--- src/verilog/sfc_cfg.svh ---
// Offsets, field positions and reset values of the special-function registers
`ifndef SFC_CFG_SVH
`define SFC_CFG_SVH
`define SFC_OFS_ONE       8'h16
`define SFC_OFS_TWO       8'h17
`define SFC_OFS_LOCK      8'h18
`define SFC_RST_ONE       8'h00
`define SFC_RST_TWO       8'h00
`define SFC_RST_LOCK      8'h00
`define SFC_BIT_SW_SYSTEM_SHUTDOWN_N   2
`define SFC_BIT_OVERRIDE  3
`define SFC_BIT_SW_PDOWN  0
`define SFC_BIT_LK_OVR    0
`define SFC_BIT_LK_PDOWN  3
`define SFC_BIT_LK_SYSTEM_SHUTDOWN_N   4
`define SFC_MASK_ONE      8'h0c
`define SFC_MASK_TWO      8'h01
`define SFC_MASK_LOCK     8'h19
`endif

--- src/verilog/sfc_pkg.sv ---
// Types shared by the special-function control block
package sfc_pkg;
  typedef logic [7:0] reg_byte_t;
  typedef enum logic [1:0] {
    SEL_NONE,
    SEL_ONE,
    SEL_TWO,
    SEL_LOCK
  } reg_sel_t;
endpackage : sfc_pkg

--- src/verilog/sfc_control.sv ---
// Special-function control registers: soft shutdown, override, power-down, lock
`timescale 1ns/10ps
`include "sfc_cfg.svh"
module sfc_control (
  input  wire logic       ref_clk,           // System clock, 200 MHz
  input  wire logic       reset,             // Async reset, high
  input  wire logic       wr_strobe,         // Register write pulse from serial port
  input  wire logic       rd_strobe,         // Register read pulse from serial port
  input  wire logic [7:0] reg_addr,          // Register address
  input  wire logic [7:0] wr_data,           // Write data
  input  wire logic       hw_shutdown,       // Hardware shutdown condition, high
  output logic      [7:0] rd_data,           // Read data, registered
  output logic            rd_valid,          // Read data valid pulse
  output logic            override_active,   // Writes may override permanent settings
  output logic            system_shutdown_n, // Shutdown pin, active low
  output logic            power_down         // Software power-down request
);
  sfc_pkg::reg_byte_t one_q;
  sfc_pkg::reg_byte_t two_q;
  sfc_pkg::reg_byte_t lock_q;
  sfc_pkg::reg_sel_t  sel;
  logic               wr_one;
  logic               wr_two;
  logic               wr_lock;
  logic               ovr_locked;
  sfc_pkg::reg_byte_t one_wr_data;
  sfc_pkg::reg_byte_t rd_mux;
  logic               sw_system_shutdown_n_req;

  // Address decode
  assign sel = (reg_addr == `SFC_OFS_ONE)  ? sfc_pkg::SEL_ONE :
               (reg_addr == `SFC_OFS_TWO)  ? sfc_pkg::SEL_TWO :
               (reg_addr == `SFC_OFS_LOCK) ? sfc_pkg::SEL_LOCK : sfc_pkg::SEL_NONE;
  assign ovr_locked = lock_q[`SFC_BIT_LK_OVR];
  assign wr_one  = wr_strobe && (sel == sfc_pkg::SEL_ONE);
  assign wr_two  = wr_strobe && (sel == sfc_pkg::SEL_TWO);
  assign wr_lock = wr_strobe && (sel == sfc_pkg::SEL_LOCK) && !ovr_locked;
  // Locked: override bit keeps its value, only bits 2:0 take new data
  assign one_wr_data = ovr_locked ? {one_q[7:3], wr_data[2:0]} : wr_data;

  sfc_write_reg #(.RESET_VAL(`SFC_RST_ONE), .WR_MASK(`SFC_MASK_ONE)) u_one (
    .ref_clk (ref_clk),
    .reset   (reset),
    .wr_en   (wr_one),
    .wr_data (one_wr_data),
    .value_q (one_q)
  );
  sfc_write_reg #(.RESET_VAL(`SFC_RST_TWO), .WR_MASK(`SFC_MASK_TWO)) u_two (
    .ref_clk (ref_clk),
    .reset   (reset),
    .wr_en   (wr_two),
    .wr_data (wr_data),
    .value_q (two_q)
  );
  sfc_write_reg #(.RESET_VAL(`SFC_RST_LOCK), .WR_MASK(`SFC_MASK_LOCK)) u_lock (
    .ref_clk (ref_clk),
    .reset   (reset),
    .wr_en   (wr_lock),
    .wr_data (wr_data),
    .value_q (lock_q)
  );

  // Functional outputs
  assign override_active = one_q[`SFC_BIT_OVERRIDE];
  assign sw_system_shutdown_n_req = one_q[`SFC_BIT_SW_SYSTEM_SHUTDOWN_N] && !lock_q[`SFC_BIT_LK_SYSTEM_SHUTDOWN_N];
  assign power_down  = two_q[`SFC_BIT_SW_PDOWN] && !lock_q[`SFC_BIT_LK_PDOWN];
  assign system_shutdown_n = !(sw_system_shutdown_n_req || hw_shutdown);

  // Read mux
  always_comb begin
    unique case (sel)
      sfc_pkg::SEL_ONE:  rd_mux = one_q;
      sfc_pkg::SEL_TWO:  rd_mux = two_q;
      sfc_pkg::SEL_LOCK: rd_mux = lock_q;
      sfc_pkg::SEL_NONE: rd_mux = 8'h00;
    endcase
  end

  // Registered read answer
  always_ff @(posedge ref_clk or posedge reset) begin
    if (reset) begin
      rd_data  <= 8'h00;
      rd_valid <= 1'b0;
    end else begin
      rd_valid <= rd_strobe;
      if (rd_strobe) begin
        rd_data <= rd_mux;
      end
    end
  end
endmodule : sfc_control

--- src/verilog/sfc_write_reg.sv ---
// One byte-wide writable control register with a write mask
`timescale 1ns/10ps
module sfc_write_reg #(
  parameter logic [7:0] RESET_VAL = 8'h00,
  parameter logic [7:0] WR_MASK   = 8'hff
) (
  input  wire logic       ref_clk,  // System clock
  input  wire logic       reset,    // Async reset, high
  input  wire logic       wr_en,    // Write this register
  input  wire logic [7:0] wr_data,  // Write data
  output logic      [7:0] value_q   // Stored value
);
  logic [7:0] value_d;

  // Only writable bits take new data; reserved bits stay zero
  assign value_d = wr_en ? (wr_data & WR_MASK) : value_q;

  // Storage
  always_ff @(posedge ref_clk or posedge reset) begin
    if (reset) begin
      value_q <= RESET_VAL;
    end else begin
      value_q <= value_d;
    end
  end
endmodule : sfc_write_reg
--- config.mk ---
export PLATFORM = sky130hd
export DESIGN_NAME = sfc_control
export DESIGN_NICKNAME = d
export VERILOG_FILES = /design/src/verilog/sfc_pkg.sv /design/src/verilog/sfc_control.sv /design/src/verilog/sfc_write_reg.sv
export VERILOG_INCLUDE_DIRS = /design/src /design/src/verilog
export SDC_FILE = /design/constraint.sdc
export NUM_CORES = 1
export LEC_CHECK = 0
export ABC_CLOCK_PERIOD_IN_PS = 1450
export BUFFER_PORTS_ARGS = -buffer_cell sky130_fd_sc_hd__buf_2
export CORE_UTILIZATION = 50
export CTS_CLUSTER_DIAMETER = 30
export DETAILED_ROUTE_END_ITERATION = 10
export PLACE_DENSITY = 0.89
export REMOVE_ABC_BUFFERS = 1
export SETUP_SLACK_MARGIN = 0.05
export SLEW_MARGIN = 40
export SYNTH_ARGS = -nofsm -noshare
export SYNTH_HDL_FRONTEND = slang
export SYNTH_HIERARCHICAL = 1
export SYNTH_SLANG_ARGS = --single-unit
--- constraint.sdc ---
create_clock -name ref_clk -period 1.45 [get_ports ref_clk]
set_input_delay 0.29 -clock ref_clk [delete_from_list [all_inputs] [get_ports ref_clk]]
set_output_delay 0.29 -clock ref_clk [all_outputs]
set_load 0.02 [all_outputs]
* Word-level counts from Yosys, hierarchy flattened
Index checks and enable logic that the tools add are counted.
** Storage, ports and cells
- Bits in registers :: 15
- Input port bits :: 21
- Output and inout bits :: 12
- Logic and storage cells :: 30
** Cells by class
- Eq/ne operators :: 6
- Mux-type cells :: 4
- Bitwise logic cells :: 1
- Reductions and logical operators :: 13
** Operators with widths (count)
- $pmux 8 s4 :: 1
- $eq 8x5->1 const B :: 3
- $logic_and 1x1->1 :: 6
- $mux 2 :: 3
- $eq 2x2->1 const B :: 2
- $logic_not 1->1 :: 4
- $eq 2x1->1 const B :: 1
- $logic_not 2->1 :: 1
- $reduce_and 2->1 :: 1
- $logic_or 1x1->1 :: 1
- $not 1->1 :: 1

* Logic depth before layout (Yosys ltp)
- Depth after elaboration :: 7
- Gate-level depth with buffers :: 5
- Depth with buffers taken out :: 4

* Modules after synthesis
The synthesis kept the hierarchy.
** Modules (own cells, without submodules)
- sfc_control :: times used 1, cells each 73, area an instance 651.9 um^2, seq. area each 225.2 um^2
- sfc_write_reg at u_lock :: times used 1, cells each 13, area an instance 153.9 um^2, seq. area each 75.1 um^2
- sfc_write_reg at u_one :: times used 1, cells each 12, area an instance 125.1 um^2, seq. area each 50.0 um^2
- sfc_write_reg at u_two :: times used 1, cells each 11, area an instance 100.1 um^2, seq. area each 25.0 um^2

* Least setup slack after synthesis
OpenSTA, ideal clock, no wires.
- Path type :: input-to-reg
- Start point :: input reg_addr[0]
- End point :: register u_lock.value_q[0]
- Setup time :: 0.125 ns
- Data arrival time :: 1.464 ns
- Data required time :: 1.325 ns
- Slack :: -0.138 ns
- Cell stages on the path :: 4
- Cells stage by stage :: buf_6 -> nor4b_4 -> nor3b_2 -> mux2_2
** Between the ends
- Longest elaborated chain between the ends :: 7
- Elaborated cells between the ends (all ways) :: 9
- Classes of those cells :: 4 x eq/ne; 3 x mux; 2 x reduce/logical
** RTL lines
- start: declaration :: RTL line sfc_control.sv:9 : input wire logic [7:0] reg_addr,
- $eq 8x5->1 (no source line)
- $mux 2 :: RTL line sfc_control.sv:33 : (reg_addr == `SFC_OFS_LOCK) ? sfc_pkg::SEL_LOCK : sfc_pkg::SEL_NONE;
- $mux 2 :: RTL line sfc_control.sv:32 : (reg_addr == `SFC_OFS_TWO) ? sfc_pkg::SEL_TWO :
- $mux 2 * :: RTL line sfc_control.sv:31 : assign sel = (reg_addr == `SFC_OFS_ONE) ? sfc_pkg::SEL_ONE :
- $eq 2x2->1 * :: RTL line sfc_control.sv:37 : assign wr_lock = wr_strobe && (sel == sfc_pkg::SEL_LOCK) && !ovr_locked;
- $logic_and 1x1->1 * (2 in series) :: RTL line sfc_control.sv:37
- via wr_lock :: RTL line sfc_control.sv:24 : logic wr_lock;
- end signal: assignment :: RTL line sfc_write_reg.sv:23 : value_q <= value_d;
- end: declaration :: RTL line sfc_write_reg.sv:11 : output logic [7:0] value_q
The timed path passes the listed nets; every way through them passes the cells marked *.
A chain may end at the register's enable or synchronous reset.

* Final worst setup path
- Start point :: register u_lock.value_q[4]
- End point :: output system_shutdown_n
** Between the ends
- Longest elaborated chain between the ends :: 4
** RTL lines
- $logic_not 1->1 :: RTL line sfc_control.sv:65 : assign sw_system_shutdown_n_req = one_q[`SFC_BIT_SW_SYSTEM_SHUTDOWN_N] && !lock_q[`SFC_BIT_LK_SYSTEM_SHUTDOWN_ ...
- $logic_and 1x1->1 :: RTL line sfc_control.sv:65
- $logic_or 1x1->1 :: RTL line sfc_control.sv:67 : assign system_shutdown_n = !(sw_system_shutdown_n_req || hw_shutdown);
- $logic_not 1->1 :: RTL line sfc_control.sv:67
- end: declaration :: RTL line sfc_control.sv:15 : output logic system_shutdown_n,
Every way passes these cells.

==> run metrics <==
outcome=finished clean; Hold Violations, Final=0; number of nets in the layout=159; Critical Setup Path Class=flop to output port; area of the multi-input gates=479 µm²; number of antenna violations at the first check in global routing=0; Iter 0 DRT Violations=18; Cell Rows=15; clock buffer count from CTS=3; Critical Path Sink Type=output port; total number of vias=803; count of antenna diodes in the layout=0; warning count from the yosys run=6; cell type of the slowest stage on the worst timing path=sky130_fd_sc_hd__dfrtp_1; Post-Place Worst Slack=-0.419 ns; drt drc=0; Top delay family on crit path=flip-flops; HPWL reported at the end of detailed placement=1.56 mm; final std cell area, no fill=1160 µm²; number of global-route vias before repair=749; Slew Limit Fails=0; required time of the critical path=1.16 ns; DRT antenna net count=0; Clock transition at path regs=0.09 ns; overall power=819 µW; mean instance size in the synthesized netlist=9.39 µm²; global-route wire length before repair=3.19 mm; placeable core area=1780 µm²; I/O pin cnt=33; Layout Area Growth over Synthesis=18.0%; Worst Path Buf+Inv=2; RSZ-0062 raised after global routing=no; Total GRT Usage=0.217; count of input and output buffers=28; first drt pass iteration count=4; clock tree root buffer cell=sky130_fd_sc_hd__clkbuf_4; leakage power figure=0.596 nW; leading cell type in the layout, fill and taps excluded=sky130_fd_sc_hd__buf_2; die extent in x=46.4 µm; Filler Cell Count=164; sink count of the clock tree=15; maximum number of pins on one net before global-route repair=10; CTS tree=built; worst voltage drop across the vdd grid=395 µV; final WL=2.07 mm; proportion of layout cells with a drive suffix above 1=0.358; Worst-Skew Late Latency=0.29 ns; drt via density=4.96; maximum clock skew at final layout=0.000668 ns; Netlist Area Pre-Place=986 µm²; WP data arrival=1.05 ns; type of element launching the critical path=flop; initial core utilization=0.553; commonest non-fill, non-tap cells in the layout=28 x sky130_fd_sc_hd__buf_2, 18 x sky130_fd_sc_hd__conb_1, 15 x sky130_fd_sc_hd__dfrtp_1, 13 x sky130_fd_sc_hd__inv_1, 10 x sky130_fd_sc_hd__nor2_1; maximum clock rate=0.748 GHz; class of the worst hold path=input pin to flop; mean routed wirelength per cell=12.8 µm; post-CTS setup-driven buffer insertion count=0; maximum fanout along the worst path=3; Final setup violation count=0; deepest clock path buffer count=2; PD cells=703 nW/µm²; flip-flop and latch area=375 µm²; Max H-tree Level=1; peak per-stage delay on the critical path=0.41 ns; shortest clock period the worst path allows after layout=1.34 ns; max-cap viol count=0; height of the die=46.4 µm; fin worst setup slack=0.114 ns; count of mapped cells out of synthesis=105; final cycle utilization of the critical path=0.921; series of cell instances along the critical path=inv_1 > a21oi_1 > buf_2; area of the die=2150 µm²; GRT overflow=0; worst hold slack across all endpoints=0.229 ns; final weighted congestion of routability-driven global placement=0.769; Cell Area, Placed=1100 µm²
## final timing paths
path                                          startpoint                            end  slack [ns]  cells past startpoint
min                                           wr_data[4]  u_lock/value_q[4]$_DFFE_PP0P_        0.23                      2
max reg2reg                u_lock/value_q[0]$_DFFE_PP0P_  u_lock/value_q[0]$_DFFE_PP0P_        0.25                      2
max in group asynchronous                          reset         rd_data[7]$_DFFE_PP0P_        0.66                      3
max                        u_lock/value_q[4]$_DFFE_PP0P_              system_shutdown_n        0.11                      3
min reg2reg                       rd_data[0]$_DFFE_PP0P_         rd_data[0]$_DFFE_PP0P_        0.54                      2
min in group asynchronous                          reset   u_two/value_q[0]$_DFFE_PP0P_        0.40                      3
## final cells by class
type                       count  share of cell area
multi-input combinational     69               0.412
sequential                    15               0.323
timing repair buffer          36               0.174
inverter                      13              0.0419
tap                           25              0.0269
clock buffer                   4              0.0226
## power by group
| group | internal (mW) | total, mW | switching (mW) | leakage, nW |
|---|---|---|---|---|
| sequential | 0.429 | 0.438 | 0.00937 | 0.206 |
| combinational | 0.0622 | 0.134 | 0.0722 | 0.375 |
| clock | 0.107 | 0.246 | 0.139 | 0.0150 |
| total | 0.598 | 0.819 | 0.220 | 0.596 |
## metal layers
metal / vias up / share of wire / GRT usage
met5: - / 0 / 0
met4: 0 / 0.022 / 0.106
met3: 7 / 0.047 / 0.0392
met2: 34 / 0.52 / 0.386
met1: 381 / 0.41 / 0.243
li1: 381 / - / -
## state kept, by name (all words and copies together), names as in the netlist
signal          cells
rd_valid            1
u_lock/value_q      3
u_one/value_q       2
u_two/value_q       1
rd_data             8
## per-stage QoR
| stage | std cells | util | TNS (ns) |
|---|---|---|---|
| floorplan | 97 | - | -0.189 |
| global placement | 157 | 0.619 | -1.67 |
| CTS | 162 | 0.643 | 0 |
| finish | 162 | 0.653 | 0 |
| detailed placement | 157 | 0.619 | -3.71 |
| global route | 162 | 0.653 | 0 |
## what timing repair did
item | in CTS | in global routing
endpoints found under the hold margin | 15 | 0
hold buffers | 1 | 0
pin swaps | 1 | 0
resized for setup | 1 | 3
endpoints found under the setup margin | 5 | 3
cloned | 0 | 0
No activity file was read; power rests on OpenSTA's default activity.
